`config.mk`:
```
export PLATFORM = sky130hd
export DESIGN_NAME = timer_block
export DESIGN_NICKNAME = d
export VERILOG_FILES = /design/src/include/timer_pkg.sv /design/src/timer_block.sv /design/src/pin_sync.sv
export VERILOG_INCLUDE_DIRS = /design/src /design/src/include
export SDC_FILE = /design/constraint.sdc
export NUM_CORES = 1
export LEC_CHECK = 0
export BUFFER_PORTS_ARGS = -buffer_cell sky130_fd_sc_hd__buf_2
export CAP_MARGIN = 20
export CORE_MARGIN = 3
export CORE_UTILIZATION = 45
export DETAILED_ROUTE_END_ITERATION = 8
export PLACE_DENSITY = 0.6
export SYNTH_ARGS = -nofsm -noshare
export SYNTH_HDL_FRONTEND = slang
export SYNTH_SLANG_ARGS = --single-unit
```
`constraint.sdc`:
```
create_clock -name pclk -period 3.3 [get_ports pclk]
set_input_delay 0.66 -clock pclk [delete_from_list [all_inputs] [get_ports pclk]]
set_output_delay 0.66 -clock pclk [all_outputs]
set_load 0.05 [all_outputs]
```
`src/include/timer_consts.svh`:
```
// Register indices, field positions, reset values and divider counts
// Contract
// - Overflow sets flag; interrupt entry clears it
// - Classic timer counts only while run bit set (timer one ignores its run bit while timer zero is in mode 3)
// - External interrupt type picks level or edge
// - Gate bit makes pin high required to run
// - Select bit picks internal clock or pin falls
// - Mode 0 is 13-bit counter, sets flag
// - Mode 1 is 16-bit counter, sets flag
// - Mode 2 reloads low byte from high
// - Mode 3 splits timer zero into two bytes
// - Timer one stops in its own mode 3
// - Third overflow flag, never in UART mode
// - Capture-one flag set by valid pin edge
// - Trigger edge acts only when trigger enabled
// - UART clocks pick timer one or third
// - Third timer source select and run bit
// - Capture select reads zero in UART mode
// - Edge field picks capture-one edges
// - Clock output enable drives third count pin
// - Capture-one enabled only under stated conditions
// - Reload register holds reload or trigger capture
// - Count addresses read capture-one when enabled
// - Third timer clock divides by 12, 4 or 1
`ifndef TIMER_CONSTS_SVH
`define TIMER_CONSTS_SVH
`define TIMER_CONTROL_IDX 8'h88
`define TIMER_MODE_SELECT_IDX 8'h89
`define T0_COUNT_LOW_IDX 8'h8a
`define T1_COUNT_LOW_IDX 8'h8b
`define T0_COUNT_HIGH_IDX 8'h8c
`define T1_COUNT_HIGH_IDX 8'h8d
`define THIRD_CONTROL_IDX 8'hc8
`define THIRD_MODE_IDX 8'hc9
`define RELOAD_LOW_IDX 8'hca
`define RELOAD_HIGH_IDX 8'hcb
`define THIRD_COUNT_LOW_IDX 8'hcc
`define THIRD_COUNT_HIGH_IDX 8'hcd
`define T1_OVF_POS 7
`define T1_RUN_POS 6
`define T0_OVF_POS 5
`define T0_RUN_POS 4
`define EXT1_FLAG_POS 3
`define EXT1_TYPE_POS 2
`define EXT0_FLAG_POS 1
`define EXT0_TYPE_POS 0
`define T2_FLAG7_POS 7
`define TRIG_FLAG_POS 6
`define RX_SEL_POS 5
`define TX_SEL_POS 4
`define TRIG_EN_POS 3
`define T2_RUN_POS 2
`define T2_SRC_POS 1
`define CAP_RL_POS 0
`define GLB_FAST_POS 7
`define T2_FAST_POS 6
`define T1_FAST_POS 5
`define T0_FAST_POS 4
`define EDGE_HI_POS 3
`define EDGE_LO_POS 2
`define CLK_OE_POS 1
`define CAP1_EN_POS 0
`define CTRL_RST 8'h00
`define COUNT_RST 8'h00
`define DIV_STD 4'd12
`define DIV_FAST 4'd4
`define PIN_IDLE 1'b1
`define NUM_PINS 6
`define PIN_IRQ0 0
`define PIN_IRQ1 1
`define PIN_T0 2
`define PIN_T1 3
`define PIN_T2 4
`define PIN_EXT_TRIGGER_PIN 5
`endif

```
`src/include/timer_pkg.sv`:
```
// Types shared by the timer block
package timer_pkg;
    typedef enum logic [1:0] {
        MODE_13BIT = 2'b00,
        MODE_16BIT = 2'b01,
        MODE_RELOAD8 = 2'b10,
        MODE_SPLIT = 2'b11
    } tmode_t;
    typedef struct packed {
        logic gate;
        logic ctr;
        tmode_t mode;
    } tsel_t;
    typedef struct packed {
        logic [7:0] th;
        logic [7:0] tl;
    } count_t;
    typedef struct packed {
        logic ovf;
        count_t cnt;
    } step_t;
endpackage

```
`src/timer_block.sv`:
```
// Two classic timers and a capture timer behind an APB slave
`include "timer_consts.svh"
module timer_block #(
    parameter int ADDR_W = 12
) (
    input wire logic pclk,
    input wire logic presetn,
    input wire logic [ADDR_W-1:0] paddr,
    input wire logic psel,
    input wire logic penable,
    input wire logic pwrite,
    input wire logic [31:0] pwdata,
    input wire logic [3:0] pstrb,
    output logic [31:0] prdata,
    output logic pready,
    output logic pslverr,
    input wire logic ext_irq0_pin,
    input wire logic ext_irq1_pin,
    input wire logic t0_count_pin,
    input wire logic t1_count_pin,
    input wire logic third_count_pin_in,
    input wire logic ext_trigger_pin,
    output logic third_count_pin_out,
    output logic third_count_pin_oe,
    input wire logic t0_irq_ack,
    input wire logic t1_irq_ack,
    input wire logic ext_irq0_ack,
    input wire logic ext_irq1_ack,
    output logic t0_overflow_flag,
    output logic t1_overflow_flag,
    output logic ext_irq0_flag,
    output logic ext_irq1_flag,
    output logic third_irq_req,
    output logic uart_rx_clock,
    output logic uart_tx_clock
);
    logic t1_run_bit, t0_run_bit, ext_irq1_type, ext_irq0_type;
    logic [7:0] tmode_reg, t2mode_reg;
    timer_pkg::count_t cnt0, cnt1, cnt2, rcap, cap1;
    timer_pkg::count_t next_cnt0, next_cnt1, next_cnt2;
    logic t2_flag7, ext_trigger_flag, uart_rx_clock_select, uart_tx_clock_select;
    logic ext_trigger_enable, third_run_bit, third_source_select, capture_reload_select;
    logic [`NUM_PINS-1:0] pin_lvl, pin_fall, pin_rise;
    logic [3:0] cnt12, cnt4;
    logic tick12, tick4;
    logic [7:0] idx, wd, rd_val;
    logic hit, setup, access, wr_en;

    // All external pins pass the synchroniser before use
    pin_sync #(.N(`NUM_PINS)) u_sync (
        .clk(pclk),
        .rst_n(presetn),
        .pin({ext_trigger_pin, third_count_pin_in, t1_count_pin, t0_count_pin,
              ext_irq1_pin, ext_irq0_pin}),
        .level(pin_lvl),
        .fall(pin_fall),
        .rise(pin_rise)
    );

    // Advances one classic counter by one count in the given mode
    function automatic timer_pkg::step_t classic_step(input timer_pkg::count_t c,
                                                      input timer_pkg::tmode_t m);
        logic [13:0] s13;
        logic [16:0] s16;
        logic [8:0] s8;
        s13 = {1'b0, c.th, c.tl[4:0]} + 14'd1;
        s16 = {1'b0, c} + 17'd1;
        s8 = {1'b0, c.tl} + 9'd1;
        unique case (m)
            timer_pkg::MODE_13BIT: classic_step = {s13[13], s13[12:5], c.tl[7:5], s13[4:0]};
            timer_pkg::MODE_16BIT: classic_step = s16;
            timer_pkg::MODE_RELOAD8: classic_step = {s8[8], c.th, s8[8] ? c.th : s8[7:0]};
            timer_pkg::MODE_SPLIT: classic_step = {s8[8], c.th, s8[7:0]};
        endcase
    endfunction

    // Hardware set wins over any clear in the same cycle
    function automatic logic next_flag(input logic cur, input logic set, input logic clr,
                                       input logic wr, input logic wbit);
        next_flag = set | (wr ? wbit : (cur & ~clr));
    endfunction

    // Free-running prescalers for the standard and fast rates
    always_ff @(posedge pclk or negedge presetn) begin
        if (!presetn) begin
            cnt12 <= 4'h0;
            cnt4 <= 4'h0;
        end else begin
            cnt12 <= tick12 ? 4'h0 : cnt12 + 4'd1;
            cnt4 <= tick4 ? 4'h0 : cnt4 + 4'd1;
        end
    end
    assign tick12 = (cnt12 == `DIV_STD - 4'd1);
    assign tick4 = (cnt4 == `DIV_FAST - 4'd1);

    // Internal clock tick for one timer given its fast bit
    function automatic logic clk_tick(input logic fast, input logic glb,
                                      input logic t12, input logic t4);
        clk_tick = fast ? (glb | t4) : t12;
    endfunction

    // APB decode; zero wait states
    assign setup = psel & ~penable;
    assign access = psel & penable;
    assign idx = paddr[9:2];
    assign wd = pwdata[7:0];
    assign pready = 1'b1;
    always_comb begin
        hit = 1'b0;
        if (paddr[1:0] == 2'h0 && paddr[ADDR_W-1:10] == '0) begin
            unique case (idx)
                `TIMER_CONTROL_IDX, `TIMER_MODE_SELECT_IDX, `T0_COUNT_LOW_IDX,
                `T1_COUNT_LOW_IDX, `T0_COUNT_HIGH_IDX, `T1_COUNT_HIGH_IDX,
                `THIRD_CONTROL_IDX, `THIRD_MODE_IDX, `RELOAD_LOW_IDX,
                `RELOAD_HIGH_IDX, `THIRD_COUNT_LOW_IDX, `THIRD_COUNT_HIGH_IDX: hit = 1'b1;
                default: hit = 1'b0;
            endcase
        end
    end
    assign pslverr = access & ~hit;
    assign wr_en = access & pwrite & pstrb[0] & hit;

    logic wr_timer_control, wr_timer_mode_select, wr_tl0, wr_tl1, wr_th0, wr_th1;
    logic wr_third_timer_control, wr_third_timer_mode, wr_rl, wr_rh, wr_cl, wr_ch;
    assign wr_timer_control = wr_en & (idx == `TIMER_CONTROL_IDX);
    assign wr_timer_mode_select = wr_en & (idx == `TIMER_MODE_SELECT_IDX);
    assign wr_tl0 = wr_en & (idx == `T0_COUNT_LOW_IDX);
    assign wr_tl1 = wr_en & (idx == `T1_COUNT_LOW_IDX);
    assign wr_th0 = wr_en & (idx == `T0_COUNT_HIGH_IDX);
    assign wr_th1 = wr_en & (idx == `T1_COUNT_HIGH_IDX);
    assign wr_third_timer_control = wr_en & (idx == `THIRD_CONTROL_IDX);
    assign wr_third_timer_mode = wr_en & (idx == `THIRD_MODE_IDX);
    assign wr_rl = wr_en & (idx == `RELOAD_LOW_IDX);
    assign wr_rh = wr_en & (idx == `RELOAD_HIGH_IDX);
    assign wr_cl = wr_en & (idx == `THIRD_COUNT_LOW_IDX);
    assign wr_ch = wr_en & (idx == `THIRD_COUNT_HIGH_IDX);

    // Classic timer controls and count events
    timer_pkg::tsel_t t0s, t1s;
    timer_pkg::step_t s0, s1;
    logic tk0, tk1, run0, run1, inc0, inc1, inc0h, split, c0h;
    logic ovf0, ovf0h, ovf1, t1_set, e0_set, e1_set;
    logic [7:0] th0_inc;
    always_comb begin
        t0s = timer_pkg::tsel_t'(tmode_reg[3:0]);
        t1s = timer_pkg::tsel_t'(tmode_reg[7:4]);
        tk0 = clk_tick(t2mode_reg[`T0_FAST_POS], t2mode_reg[`GLB_FAST_POS], tick12, tick4);
        tk1 = clk_tick(t2mode_reg[`T1_FAST_POS], t2mode_reg[`GLB_FAST_POS], tick12, tick4);
        split = (t0s.mode == timer_pkg::MODE_SPLIT);
        run0 = t0_run_bit & (~t0s.gate | pin_lvl[`PIN_IRQ0]);
        inc0 = run0 & (t0s.ctr ? pin_fall[`PIN_T0] : tk0);
        inc0h = split & t1_run_bit & tk0;
        run1 = (split | t1_run_bit) & (~t1s.gate | pin_lvl[`PIN_IRQ1]);
        inc1 = (t1s.mode != timer_pkg::MODE_SPLIT) & run1 & (t1s.ctr ? pin_fall[`PIN_T1] : tk1);
        s0 = classic_step(cnt0, t0s.mode);
        s1 = classic_step(cnt1, t1s.mode);
        {c0h, th0_inc} = {1'b0, cnt0.th} + 9'd1;
        ovf0 = inc0 & s0.ovf;
        ovf0h = inc0h & c0h;
        ovf1 = inc1 & s1.ovf;
        t1_set = split ? ovf0h : ovf1;
        next_cnt0.tl = inc0 ? s0.cnt.tl : cnt0.tl;
        if (split) begin
            next_cnt0.th = inc0h ? th0_inc : cnt0.th;
        end else begin
            next_cnt0.th = inc0 ? s0.cnt.th : cnt0.th;
        end
        next_cnt1 = inc1 ? s1.cnt : cnt1;
        e0_set = ext_irq0_type ? pin_fall[`PIN_IRQ0] : ~pin_lvl[`PIN_IRQ0];
        e1_set = ext_irq1_type ? pin_fall[`PIN_IRQ1] : ~pin_lvl[`PIN_IRQ1];
    end

    // Classic control register: flags, run bits, interrupt types
    always_ff @(posedge pclk or negedge presetn) begin
        if (!presetn) begin
            {t1_overflow_flag, t1_run_bit, t0_overflow_flag, t0_run_bit} <= 4'h0;
            {ext_irq1_flag, ext_irq1_type, ext_irq0_flag, ext_irq0_type} <= 4'h0;
        end else begin
            t1_overflow_flag <= next_flag(t1_overflow_flag, t1_set, t1_irq_ack, wr_timer_control,
                                          wd[`T1_OVF_POS]);
            t0_overflow_flag <= next_flag(t0_overflow_flag, ovf0, t0_irq_ack, wr_timer_control,
                                          wd[`T0_OVF_POS]);
            ext_irq1_flag <= next_flag(ext_irq1_flag, e1_set, ext_irq1_ack, wr_timer_control,
                                       wd[`EXT1_FLAG_POS]);
            ext_irq0_flag <= next_flag(ext_irq0_flag, e0_set, ext_irq0_ack, wr_timer_control,
                                       wd[`EXT0_FLAG_POS]);
            if (wr_timer_control) begin
                t1_run_bit <= wd[`T1_RUN_POS];
                t0_run_bit <= wd[`T0_RUN_POS];
                ext_irq1_type <= wd[`EXT1_TYPE_POS];
                ext_irq0_type <= wd[`EXT0_TYPE_POS];
            end
        end
    end

    // Mode registers of both timer groups
    always_ff @(posedge pclk or negedge presetn) begin
        if (!presetn) begin
            tmode_reg <= `CTRL_RST;
            t2mode_reg <= `CTRL_RST;
        end else begin
            if (wr_timer_mode_select) tmode_reg <= wd;
            if (wr_third_timer_mode) t2mode_reg <= wd;
        end
    end

    // Classic counts; a software write overrides the count step
    always_ff @(posedge pclk or negedge presetn) begin
        if (!presetn) begin
            cnt0 <= {`COUNT_RST, `COUNT_RST};
            cnt1 <= {`COUNT_RST, `COUNT_RST};
        end else begin
            cnt0.tl <= wr_tl0 ? wd : next_cnt0.tl;
            cnt0.th <= wr_th0 ? wd : next_cnt0.th;
            cnt1.tl <= wr_tl1 ? wd : next_cnt1.tl;
            cnt1.th <= wr_th1 ? wd : next_cnt1.th;
        end
    end

    // Third timer events
    logic baud, cp_eff, tk2, inc2, c2, ovf2, trig, cap1_on, cap1_evt, f7_set;
    logic [15:0] cnt2_inc;
    always_comb begin
        baud = uart_rx_clock_select | uart_tx_clock_select;
        cp_eff = capture_reload_select & ~baud;
        tk2 = clk_tick(t2mode_reg[`T2_FAST_POS], t2mode_reg[`GLB_FAST_POS], tick12, tick4);
        inc2 = third_run_bit & (third_source_select ? pin_fall[`PIN_T2] : tk2);
        {c2, cnt2_inc} = {1'b0, cnt2} + 17'd1;
        ovf2 = inc2 & c2;
        trig = ext_trigger_enable & pin_fall[`PIN_EXT_TRIGGER_PIN];
        cap1_on = t2mode_reg[`CAP1_EN_POS] & ~baud & capture_reload_select
                  & ~third_source_select & ~t2mode_reg[`CLK_OE_POS];
        if (!t2mode_reg[`EDGE_LO_POS]) begin
            cap1_evt = cap1_on & pin_fall[`PIN_T2];
        end else if (t2mode_reg[`EDGE_HI_POS]) begin
            cap1_evt = cap1_on & pin_rise[`PIN_T2];
        end else begin
            cap1_evt = cap1_on & (pin_fall[`PIN_T2] | pin_rise[`PIN_T2]);
        end
        f7_set = cap1_on ? cap1_evt : (ovf2 & ~baud);
        if ((trig & ~cp_eff & ~baud) | (ovf2 & ~cp_eff)) begin
            next_cnt2 = rcap;
        end else if (inc2) begin
            next_cnt2 = cnt2_inc;
        end else begin
            next_cnt2 = cnt2;
        end
    end

    // Third timer control register
    always_ff @(posedge pclk or negedge presetn) begin
        if (!presetn) begin
            {t2_flag7, ext_trigger_flag, uart_rx_clock_select, uart_tx_clock_select} <= 4'h0;
            {ext_trigger_enable, third_run_bit, third_source_select} <= 3'h0;
            capture_reload_select <= 1'b0;
        end else begin
            t2_flag7 <= next_flag(t2_flag7, f7_set, 1'b0, wr_third_timer_control, wd[`T2_FLAG7_POS]);
            ext_trigger_flag <= next_flag(ext_trigger_flag, trig, 1'b0, wr_third_timer_control,
                                          wd[`TRIG_FLAG_POS]);
            if (wr_third_timer_control) begin
                uart_rx_clock_select <= wd[`RX_SEL_POS];
                uart_tx_clock_select <= wd[`TX_SEL_POS];
                ext_trigger_enable <= wd[`TRIG_EN_POS];
                third_run_bit <= wd[`T2_RUN_POS];
                third_source_select <= wd[`T2_SRC_POS];
                capture_reload_select <= wd[`CAP_RL_POS];
            end
        end
    end

    // Third count, reload/capture pair and capture-one value
    always_ff @(posedge pclk or negedge presetn) begin
        if (!presetn) begin
            cnt2 <= {`COUNT_RST, `COUNT_RST};
            rcap <= {`COUNT_RST, `COUNT_RST};
            cap1 <= {`COUNT_RST, `COUNT_RST};
        end else begin
            cnt2.tl <= wr_cl ? wd : next_cnt2.tl;
            cnt2.th <= wr_ch ? wd : next_cnt2.th;
            if (trig & cp_eff) begin
                rcap <= cnt2;
            end else begin
                if (wr_rl) rcap.tl <= wd;
                if (wr_rh) rcap.th <= wd;
            end
            if (cap1_evt) cap1 <= cnt2;
        end
    end

    // Clock output toggles on each third-timer overflow
    always_ff @(posedge pclk or negedge presetn) begin
        if (!presetn) begin
            third_count_pin_out <= 1'b0;
        end else if (!t2mode_reg[`CLK_OE_POS]) begin
            third_count_pin_out <= 1'b0;
        end else if (ovf2) begin
            third_count_pin_out <= ~third_count_pin_out;
        end
    end
    assign third_count_pin_oe = t2mode_reg[`CLK_OE_POS];

    // UART clock pulses and third-timer request
    assign uart_rx_clock = uart_rx_clock_select ? ovf2 : ovf1;
    assign uart_tx_clock = uart_tx_clock_select ? ovf2 : ovf1;
    assign third_irq_req = t2_flag7 | ext_trigger_flag;

    // Read multiplexer
    always_comb begin
        rd_val = 8'h00;
        unique case (idx)
            `TIMER_CONTROL_IDX: rd_val = {t1_overflow_flag, t1_run_bit, t0_overflow_flag,
                                          t0_run_bit, ext_irq1_flag, ext_irq1_type,
                                          ext_irq0_flag, ext_irq0_type};
            `TIMER_MODE_SELECT_IDX: rd_val = tmode_reg;
            `T0_COUNT_LOW_IDX: rd_val = cnt0.tl;
            `T1_COUNT_LOW_IDX: rd_val = cnt1.tl;
            `T0_COUNT_HIGH_IDX: rd_val = cnt0.th;
            `T1_COUNT_HIGH_IDX: rd_val = cnt1.th;
            `THIRD_CONTROL_IDX: rd_val = {t2_flag7, ext_trigger_flag, uart_rx_clock_select,
                                          uart_tx_clock_select, ext_trigger_enable,
                                          third_run_bit, third_source_select, cp_eff};
            `THIRD_MODE_IDX: rd_val = t2mode_reg;
            `RELOAD_LOW_IDX: rd_val = rcap.tl;
            `RELOAD_HIGH_IDX: rd_val = rcap.th;
            `THIRD_COUNT_LOW_IDX: rd_val = t2mode_reg[`CAP1_EN_POS] ? cap1.tl : cnt2.tl;
            `THIRD_COUNT_HIGH_IDX: rd_val = t2mode_reg[`CAP1_EN_POS] ? cap1.th : cnt2.th;
            default: rd_val = 8'h00;
        endcase
    end

    // Read data sampled in the setup phase
    always_ff @(posedge pclk or negedge presetn) begin
        if (!presetn) begin
            prdata <= 32'h0;
        end else if (setup & ~pwrite) begin
            prdata <= {24'h0, hit ? rd_val : 8'h00};
        end
    end
endmodule

```
`src/pin_sync.sv`:
```
// Two-stage pin synchroniser with edge detection
`include "timer_consts.svh"
module pin_sync #(
    parameter int N = 6
) (
    input wire logic clk,
    input wire logic rst_n,
    input wire logic [N-1:0] pin,
    output logic [N-1:0] level,
    output logic [N-1:0] fall,
    output logic [N-1:0] rise
);
    genvar i;
    generate
        for (i = 0; i < N; i++) begin : g_pin
            logic meta;
            logic sync;
            logic prev;
            // Meta stage feeds only the sync stage
            always_ff @(posedge clk or negedge rst_n) begin
                if (!rst_n) begin
                    meta <= `PIN_IDLE;
                    sync <= `PIN_IDLE;
                    prev <= `PIN_IDLE;
                end else begin
                    meta <= pin[i];
                    sync <= meta;
                    prev <= sync;
                end
            end
            assign level[i] = sync;
            assign fall[i] = prev & ~sync;
            assign rise[i] = ~prev & sync;
        end
    endgenerate
endmodule

```
==> results of run 1 <==
-- cells by family (layout without fill, tap and decap cells) --
kind of cell,count (synthesis),count (layout),share of synthesized area [%]
other cells,2,25,0.0819
mux,119,119,14.1
xor+xnor,31,31,2.96
flops,147,147,40.3
fa+ha+maj,8,8,1.09
buf+inv,97,136,5.50
compound gates,229,229,16.3
simple gates,329,329,19.6
-- through the flow --
stage / TNS (ns) / hold slack [ns] / std cells
2_1_floorplan: -0.506 / 0.345 / 985
3_3_place_gp: 0 / 0.346 / 1257
3_5_place_dp: 0 / 0.347 / 1257
4_1_cts: 0 / 0.273 / 1289
5_1_grt: 0 / 0.280 / 1289
6_report: 0 / 0.244 / 1289
-- how the worst max path moves through the flow --
stage	endpoint	depth (start not counted)
after floorplan	uart_rx_clock	7
after global placement	rcap[3]$_DFFE_PN0P_	7
after detailed placement	cnt2[5]$_DFFE_PN0P_	6
after CTS	uart_rx_clock	7
after global routing	uart_rx_clock	7
final	uart_tx_clock	6
-- cell type report --
class,count,area (sq um),share of cell area [%]
timing repair buffer,86,547,5.32
tap,265,332,3.23
clock buffer,20,447,4.35
clock inverter,12,120,1.17
multi-input combinational,741,5060,49.3
inverter,18,67.6,0.658
sequential,147,3700,36.0
-- per-layer routing --
metal	share of wire, %	up-vias	GRT usage [%]	wire length, microns
met5	0	-	0	0
li1	-	3596	-	-
met3	7.0	43	6.35	2010
met2	44	335	39.3	12700
met4	2.7	0	8.19	782
met1	46	3828	37.8	13100
-- Yosys cell counts (11+ instances only) --
cell type  number  area share, %
and3_1         17            1.2
nand2b_1       11           0.75
nand3_1        34            1.9
a21oi_1        45            2.5
nand2_1       106            4.3
buf_2          14           0.76
mux2i_1        63            6.9
mux2_2         53            6.5
clkbuf_1       32            1.3
buf_4          27            2.2
inv_1          17           0.70
nor2_1         51            2.1
dfrtp_1       129             35
a31oi_1        11           0.75
o211ai_1       11           0.90
xor2_1         13            1.2
o21ai_0        73            4.0
xnor2_1        18            1.7
dfstp_2        18            5.2
-- critical path, stage by stage, from the launching register on --
cell       delay, ns
dfrtp_1         0.59
and2_1          0.33
nor2_1          0.11
a2111oi_4       0.35
o21ai_2         0.17
o21ai_0         0.19
buf_2           0.29
-- power breakdown --
| part | switching [W] | total, W | leakage (nW) | internal [W] |
|---|---|---|---|---|
| Clock | 0.000839 | 0.00191 | 0.278 | 0.00107 |
| Combinational | 0.000364 | 0.000537 | 2.20 | 0.000173 |
| Sequential | 0.0000887 | 0.00196 | 1.69 | 0.00187 |
==> results.txt, run 1 <==
Via density: 6.05
Critical R2R Launch: cnt4[0]$_DFF_PN0_
Place WS: 0.362 ns
gr ovfl total: 0
Nets: 1082
Core ar.: 19700 sq um
Distinct cells, synth: 92
Mapped Cells: 962
H-tree levels: 4
Total GRT Usage: 26.2%
Leak: 4.17 nW
Hold-fix buffers, CTS: 0
Std-Cell Rows: 51
Hold Path Class: primary input to async pin
number of cells on the worst reg-to-reg path: 8
Post-CTS Setup Bufs: 0
clk_skew: 0.0119 ns
DRC viols: 0
Post-synth ARST share: 100%
worst setup margin: 0.163 ns
drt total wl: 28600 microns
DR vias: 7802
syn avg cell area: 9.53 sq um
Initial Util: 46.5%
Design Area, Final: 10300 sq um
Fin. Hold Viols: 0
largest net degree at the start of global routing: 70
I/O pin cnt: 106
P&R area growth vs syn: 12.0%
final core occ: 52.1%
Critical Path Sink Type: primary output
CTS Root Cell: clkbuf_16
crit share post-route: 95.1%
ANT nets after route: 0
ys flop type: dfrtp_1
Critical Path Source: tmode_reg[0]$_DFFE_PN0P_
commonest cells after routing, fill and taps aside: dfrtp_1, nand2_1, o21ai_0
sequential share of the synthesized area: 40.3%
Bufs on Longest Clock Path: 2
Arr. time, crit path: 2.48 ns
max-slew violation count: 0
clock transition time at the flip-flop clock pins of the worst setup and hold paths: 0.07 ns
Die X: 149 microns
crit path launch type: register
Slew HR: 52.3%
critical path peak fanout: 11
RSZ-0062 raised after global routing: false
die height: 149 microns
Max IR drop VDD: 0.000361 V
initial antenna violation count: 0
first-pass GRT wire length: 44400 microns
DR WL/cell: 22.2 microns
r2r endpoint: cnt0[11]$_DFFE_PN0P_
commonest non-fill, non-tap cell in the layout: dfrtp_1
CP required: 2.64 ns
status: complete, no violations
share of layout cells above drive strength 1: 22.2%
IO Port Bufs: 53
# fillers: 1839
final setup vio count: 0
area of placed instances: 9700 sq um
Iteration-0 DRC Markers: 882
Seq cells post-synth: 147
1st-pass router iterations: 5
power per cell area: 429 nW/um^2
vias in the first global route: 7455
Max Cap Viol: 0
Max Fclk: 319 MHz
YS warnings: 0
GPL Wtd Cong: 0.951
EDFF count, synth: 0
Least-Margin Pin Slew: 0.715 ns
DIE AREA: 22100 sq um
CTS tree: built
cts bufs inserted: 17
min cycle time layout: 3.14 ns
# resized after CTS: 1
diode count: 0
Clock Latency Late Sink: 0.44 ns
HPWL after DPL: 19900 microns
Sink Count: 147
Cell Area, Synth: 9170 sq um
worst reg-to-reg setup slack: 0.64 ns
kind of critical path: register to primary output
Overall Power: 0.00441 W
(Power assumes the default switching activity.)
==> run 2, diff against run 1 <==
--- a/config.mk
+++ b/config.mk
@@ -9,9 +9,9 @@
 export BUFFER_PORTS_ARGS = -buffer_cell sky130_fd_sc_hd__buf_2
 export CAP_MARGIN = 20
 export CORE_MARGIN = 3
-export CORE_UTILIZATION = 45
+export CORE_UTILIZATION = 50
 export DETAILED_ROUTE_END_ITERATION = 8
-export PLACE_DENSITY = 0.6
+export PLACE_DENSITY = 0.66
 export SYNTH_ARGS = -nofsm -noshare
 export SYNTH_HDL_FRONTEND = slang
 export SYNTH_SLANG_ARGS = --single-unit
==> results.txt, run 2 (synthesized netlist as in run 1, its figures left out) <==
status: complete, no violations
HPWL after DPL: 19700 microns (-1.0%)
Die X: 141 microns (-4.9%)
share of layout cells above drive strength 1: 22.7% (+0.55 points)
largest net degree at the start of global routing: 58 (-17%)
Place WS: 0.385 ns (+0.0229 ns)
Multi-input gate area: 5060 sq um (about the same)
Max Cap Viol: 0 (unchanged)
Highest Signal Layer: met4
Iteration-0 DRC Markers: 947 (+7.4%)
1st-pass router iterations: 5 (unchanged)
Critical Path Sink Type: primary output
commonest cells after routing, fill and taps aside: dfrtp_1, nand2_1, o21ai_0
diode count: 0 (unchanged)
GPL Wtd Cong: 0.984 (+3.4%)
Clock Latency Late Sink: 0.44 ns (about the same)
I/O pin cnt: 106 (unchanged)
Max IR drop VDD: 0.000389 V (+7.8%)
kind of critical path: register to primary output
Bufs on Longest Clock Path: 2 (unchanged)
DRC viols: 0 (unchanged)
IO Port Bufs: 53 (unchanged)
FF/Latch Area: 3700 sq um (unchanged)
met3 routed WL: 2520 microns (+26%)
Design Area, Final: 10300 sq um (about the same)
met1 wire length: 12400 microns (-5.9%)
Total GRT Usage: 28.6% (+2.3 points)
initial antenna violation count: 0 (unchanged)
Core ar.: 17600 sq um (-11%)
WL met2: 12700 microns (about the same)
min cycle time layout: 3.23 ns (+0.0879 ns)
CTS tree: built
Max Fclk: 310 MHz (-2.7%)
vias in the first global route: 7622 (+2.2%)
Via density: 6.36 (+5.1%)
DIE AREA: 20000 sq um (-9.6%)
Fin. Hold Viols: 0 (unchanged)
area of placed instances: 9670 sq um (-0.36%)
cts bufs inserted: 17 (unchanged)
CTS Root Cell: clkbuf_16
Nets: 1088 (+0.55%)
Least-Margin Pin Slew: 0.800 ns (+0.0854 ns)
Sink Count: 147 (unchanged)
critical path peak fanout: 3 (-8)
DR WL/cell: 22.4 microns (+1.1%)
Initial Util: 52.1% (+5.6 points)
CP required: 2.64 ns (about the same)
gr ovfl total: 0 (unchanged)
drt total wl: 28200 microns (-1.6%)
commonest non-fill, non-tap cell in the layout: dfrtp_1
Overall Power: 0.00445 W (+0.95%)
die height: 141 microns (-4.9%)
clock transition time at the flip-flop clock pins of the worst setup and hold paths: 0.07 ns (about the same)
Arr. time, crit path: 2.57 ns (+0.09 ns)
worst hold slack: 0.188 ns (-0.0568 ns)
H-tree levels: 4 (unchanged)
ANT nets after route: 0 (unchanged)
crit path launch type: register
max-slew violation count: 0 (unchanged)
crit share post-route: 97.7% (+2.7 points)
Std-Cell Rows: 48 (-5.9%)
Slew HR: 46.2% (-6.1 points)
# fillers: 1548 (-16%)
Hold Path Class: primary input to async pin
P&R area growth vs syn: 12.1% (about the same)
Leak: 4.21 nW (+1.0%)
final setup vio count: 0 (unchanged)
worst setup margin: 0.0746 ns (-0.0879 ns)
power per cell area: 433 nW/um^2 (+0.85%)
first-pass GRT wire length: 44000 microns (-0.76%)
clk_skew: 0.00816 ns (-0.00369 ns)
DR vias: 7982 (+2.3%)
[run 2: stage by stage]
step	utilization (%)	std cells	setup TNS [ns]
after global routing	58.4	1255	-0.0630
after floorplan	-	985	-0.506
after global placement	54.9	1221	0
final	58.4	1255	0
after detailed placement	54.9	1221	0
after CTS	58.3	1253	0
[run 2: what timing repair did]
action                     in CTS  in global routing
cloned                          0                  0
setup buffers                   0                  2
setup endpoints to repair       2                  2
pin swaps                       1                  1
hold buffers                    0                  0
resized for setup               3                  4
[run 2: where the power goes]
| group | switching [W] | internal, W |
|---|---|---|
| clock network | 0.000874 | 0.00107 |
| logic | 0.000358 | 0.000173 |
| registers | 0.000101 | 0.00187 |
[run 2: area by class of cell]
type | instances | share of cell area [%]
Clock buffer | 17 | 4.14
Clock inverter | 15 | 1.58
Inverter | 18 | 0.657
Multi-Input combinational cell | 741 | 49.2
Sequential cell | 147 | 36.0
Tap cell | 225 | 2.74
Timing Repair Buffer | 92 | 5.66
[run 2: critical path, cell delays in order, from the launching register on]
cell and delay [ns]:
dfrtp_1 0.38, ha_2 0.20, nor3b_4 0.28, o22ai_4 0.13, a2111oi_4 0.34, buf_4 0.19
o21ai_1 0.08, buf_4 0.17, o21ai_1 0.13, buf_4 0.22
[run 2: routing by layer]
metal,vias to the layer above,track usage [%]
met1,3939,41.2
met2,408,43.0
met5,-,0
met4,0,9.19
li1,3585,-
met3,50,6.27
[run 2: worst paths after layout]
check,start,to,slack [ns],cells past startpoint
worst max-delay path,cnt4[0]$_DFF_PN0_,uart_tx_clock,0.07,9
worst min-delay path,presetn,rcap[4]$_DFFE_PN0P_,0.19,1
worst max register to register,cnt4[0]$_DFF_PN0_,cnt0[11]$_DFFE_PN0P_,0.57,8
worst min register to register,u_sync.g_pin[2].meta$_DFF_PN1_,u_sync.g_pin[2].sync$_DFF_PN1_,0.36,0
max in group asynchronous,presetn,u_sync.g_pin[3].prev$_DFF_PN1_,2.27,2
min in group pclk,ext_trigger_pin,u_sync.g_pin[5].meta$_DFF_PN1_,0.32,1
==> run 3, diff against run 2 <==
--- a/config.mk
+++ b/config.mk
@@ -11,7 +11,7 @@
 export CORE_MARGIN = 3
 export CORE_UTILIZATION = 50
 export DETAILED_ROUTE_END_ITERATION = 8
-export PLACE_DENSITY = 0.66
+export PLACE_DENSITY = 0.7
 export SYNTH_ARGS = -nofsm -noshare
 export SYNTH_HDL_FRONTEND = slang
 export SYNTH_SLANG_ARGS = --single-unit
==> constraint.sdc (replaced) <==
create_clock -name pclk -period 3.3 [get_ports pclk]
set_input_delay 0.66 -clock pclk [delete_from_list [all_inputs] [get_ports pclk]]
set_output_delay 0.66 -clock pclk [all_outputs]
set_load 0.02 [all_outputs]
==> results.txt, run 3 (synthesized netlist as in run 1, its figures left out) <==
Max Fclk: 321 MHz (+3.4%)
clk_skew: 0.00773 ns (-0.000433 ns)
Initial Util: 52.1% (unchanged)
Critical Path Max Stage Delay: 0.40 ns (+0.02 ns)
critical path peak fanout: 6 (+3)
final non-filler cell total: 1253 (-0.16%)
worst reg-to-reg setup slack: 0.56 ns (about the same)
Critical Path Sink Type: primary output
Leak: 4.21 nW (about the same)
vias in the first global route: 7431 (-2.5%)
crit path cell chain: ha_1, nor3b_4, o22ai_2, a2111oi_4, o21ai_2, o21ai_0, buf_2
CTS tree: built
Via density: 6.39 (+0.46%)
Max IR drop VDD: 0.000350 V (-10%)
worst setup margin: 0.181 ns (+0.106 ns)
DIE AREA: 20000 sq um (unchanged)
kind of critical path: register to primary output
HPWL after DPL: 19100 microns (-2.7%)
min cycle time layout: 3.12 ns (-0.106 ns)
largest net degree at the start of global routing: 90 (+55%)
DRC viols: 0 (unchanged)
status: complete, no violations
Sink Count: 147 (unchanged)
crit path launch type: register
first-pass GRT wire length: 42500 microns (-3.5%)
slowest stage cell, crit path: a2111oi_4
1st-pass router iterations: 7 (+2)
Critical Path Source: cnt4[0]$_DFF_PN0_
CP required: 2.64 ns (about the same)
Iteration-0 DRC Markers: 906 (-4.3%)
WL met2: 12200 microns (-3.5%)
Critical R2R Launch: cnt4[0]$_DFF_PN0_
IO Port Bufs: 53 (unchanged)
Place WS: 0.427 ns (+0.0418 ns)
Multi-input gate area: 5060 sq um (-0.12%)
drt total wl: 27400 microns (-2.7%)
H-tree levels: 4 (unchanged)
Arr. time, crit path: 2.46 ns (-0.11 ns)
Highest Signal Layer: met4
Bufs on Longest Clock Path: 2 (unchanged)
DR vias: 8006 (+0.30%)
met1 wire length: 11800 microns (-4.7%)
initial antenna violation count: 0 (unchanged)
die height: 141 microns (unchanged)
diode count: 0 (unchanged)
Placed Cells: 1219 (-0.16%)
number of cells on the worst reg-to-reg path: 8 (unchanged)
cts bufs inserted: 17 (unchanged)
ANT nets after route: 0 (unchanged)
Slew HR: 50.2% (+4.0 points)
Core ar.: 17600 sq um (unchanged)
GPL Wtd Cong: 0.967 (-1.8%)
Nets: 1086 (-0.18%)
Std-Cell Rows: 48 (unchanged)
commonest non-fill, non-tap cell in the layout: dfrtp_1
share of layout cells above drive strength 1: 22.5% (-0.25 points)
Max Cap Viol: 0 (unchanged)
worst hold slack: 0.116 ns (-0.0714 ns)
Fin Setup TNS: 0 ns (unchanged)
gr ovfl total: 0 (unchanged)
DR WL/cell: 21.9 microns (-2.6%)
RSZ-0062 raised after global routing: false
Die X: 141 microns (unchanged)
power per cell area: 443 nW/um^2 (+2.5%)
Clock Latency Late Sink: 0.43 ns (about the same)
Least-Margin Pin Slew: 0.741 ns (-0.0596 ns)
max-slew violation count: 0 (unchanged)
I/O pin cnt: 106 (unchanged)
FF/Latch Area: 3700 sq um (unchanged)
final core occ: 58.6% (+0.17 points)
final setup vio count: 0 (unchanged)
Total GRT Usage: 27.4% (-1.2 points)
CTS Root Cell: clkbuf_16
Fin. Hold Viols: 0 (unchanged)
commonest cells after routing, fill and taps aside: dfrtp_1, nand2_1, o21ai_0
crit share post-route: 94.5% (-3.2 points)
met3 routed WL: 2430 microns (-3.6%)
r2r endpoint: cnt0[11]$_DFFE_PN0P_
P&R area growth vs syn: 12.4%
# fillers: 1547 (-0.065%)
Hold Path Class: primary input to async pin
Setup crit end: uart_rx_clock
clock transition time at the flip-flop clock pins of the worst setup and hold paths: 0.06 ns (about the same)
==> run 3: cell count changes in the layout (fill, tap and decap cells not counted), moves of 2 or more <==
| cell | change |
|---|---|
| bufinv_16 | +3 |
| buf_4 | -4 |
| clkbuf_8 | +3 |
| o21ai_0 | +2 |
| inv_8 | -4 |
| inv_6 | -4 |
| o21ai_1 | -3 |
| clkinvlp_4 | +3 |
| buf_2 | +2 |
==> run 3: worst min-delay path by stage <==
stage / startpoint / endpoint / slack [ns] / cells after the start
after CTS: presetn / cnt4[0]$_DFF_PN0_ / 0.12 / 1
after floorplan: u_sync.g_pin[0].meta$_DFF_PN1_ / u_sync.g_pin[0].sync$_DFF_PN1_ / 0.35 / 0
after global placement: u_sync.g_pin[1].meta$_DFF_PN1_ / u_sync.g_pin[1].sync$_DFF_PN1_ / 0.35 / 0
final: presetn / cnt4[0]$_DFF_PN0_ / 0.12 / 1
after global routing: presetn / cap1[4]$_DFFE_PN0P_ / 0.14 / 1
after detailed placement: u_sync.g_pin[0].meta$_DFF_PN1_ / u_sync.g_pin[0].sync$_DFF_PN1_ / 0.35 / 0
==> run 3: critical path: cells and delay by family, from the launching register on <==
family | cells | cell delay, ns
AOI/OAI and AO/OA | 4 | 0.91
DFF | 1 | 0.37
and+or+nand+nor | 1 | 0.36
adders and majority gates | 1 | 0.20
buffers and inverters | 1 | 0.19
==> run 3: metrics by stage <==
step / area, sq um / total power, W
3_5_place_dp: 9650 / 0.00247
4_1_cts: 10300 / 0.00458
5_1_grt: 10300 / 0.00472
3_3_place_gp: 9650 / 0.00246
2_1_floorplan: 9260 / 0.00230
6_report: 10300 / 0.00457
==> run 3: timing repair <==
action	CTS	global route
resized for setup	1	1
pin swaps	0	1
endpoints found under the hold margin	0	0
buffers inserted	0	2
hold buffers	0	0
endpoints found under the setup margin	2	2
==> run 3: where the power goes <==
part / switching (W) / total [W] / internal, W / leakage [nW]
Clock: 0.000791 / 0.00212 / 0.00133 / 0.306
Combinational: 0.000320 / 0.000492 / 0.000172 / 2.22
Sequential: 0.0000910 / 0.00196 / 0.00187 / 1.69
==> run 3: cell type report <==
class / count / share of cell area [%]
multi-input combinational: 741 / 49.0
sequential: 147 / 35.9
inverter: 18 / 0.655
clock buffer: 21 / 4.56
timing repair buffer: 90 / 5.45
clock inverter: 11 / 1.69
tap: 225 / 2.73
==> run 3: routing by layer <==
| metal | global-route usage [%] | vias up |
|---|---|---|
| met5 | 0 | - |
| met2 | 41.0 | 427 |
| met4 | 10.9 | 0 |
| li1 | - | 3595 |
| met1 | 38.9 | 3915 |
| met3 | 6.00 | 69 |
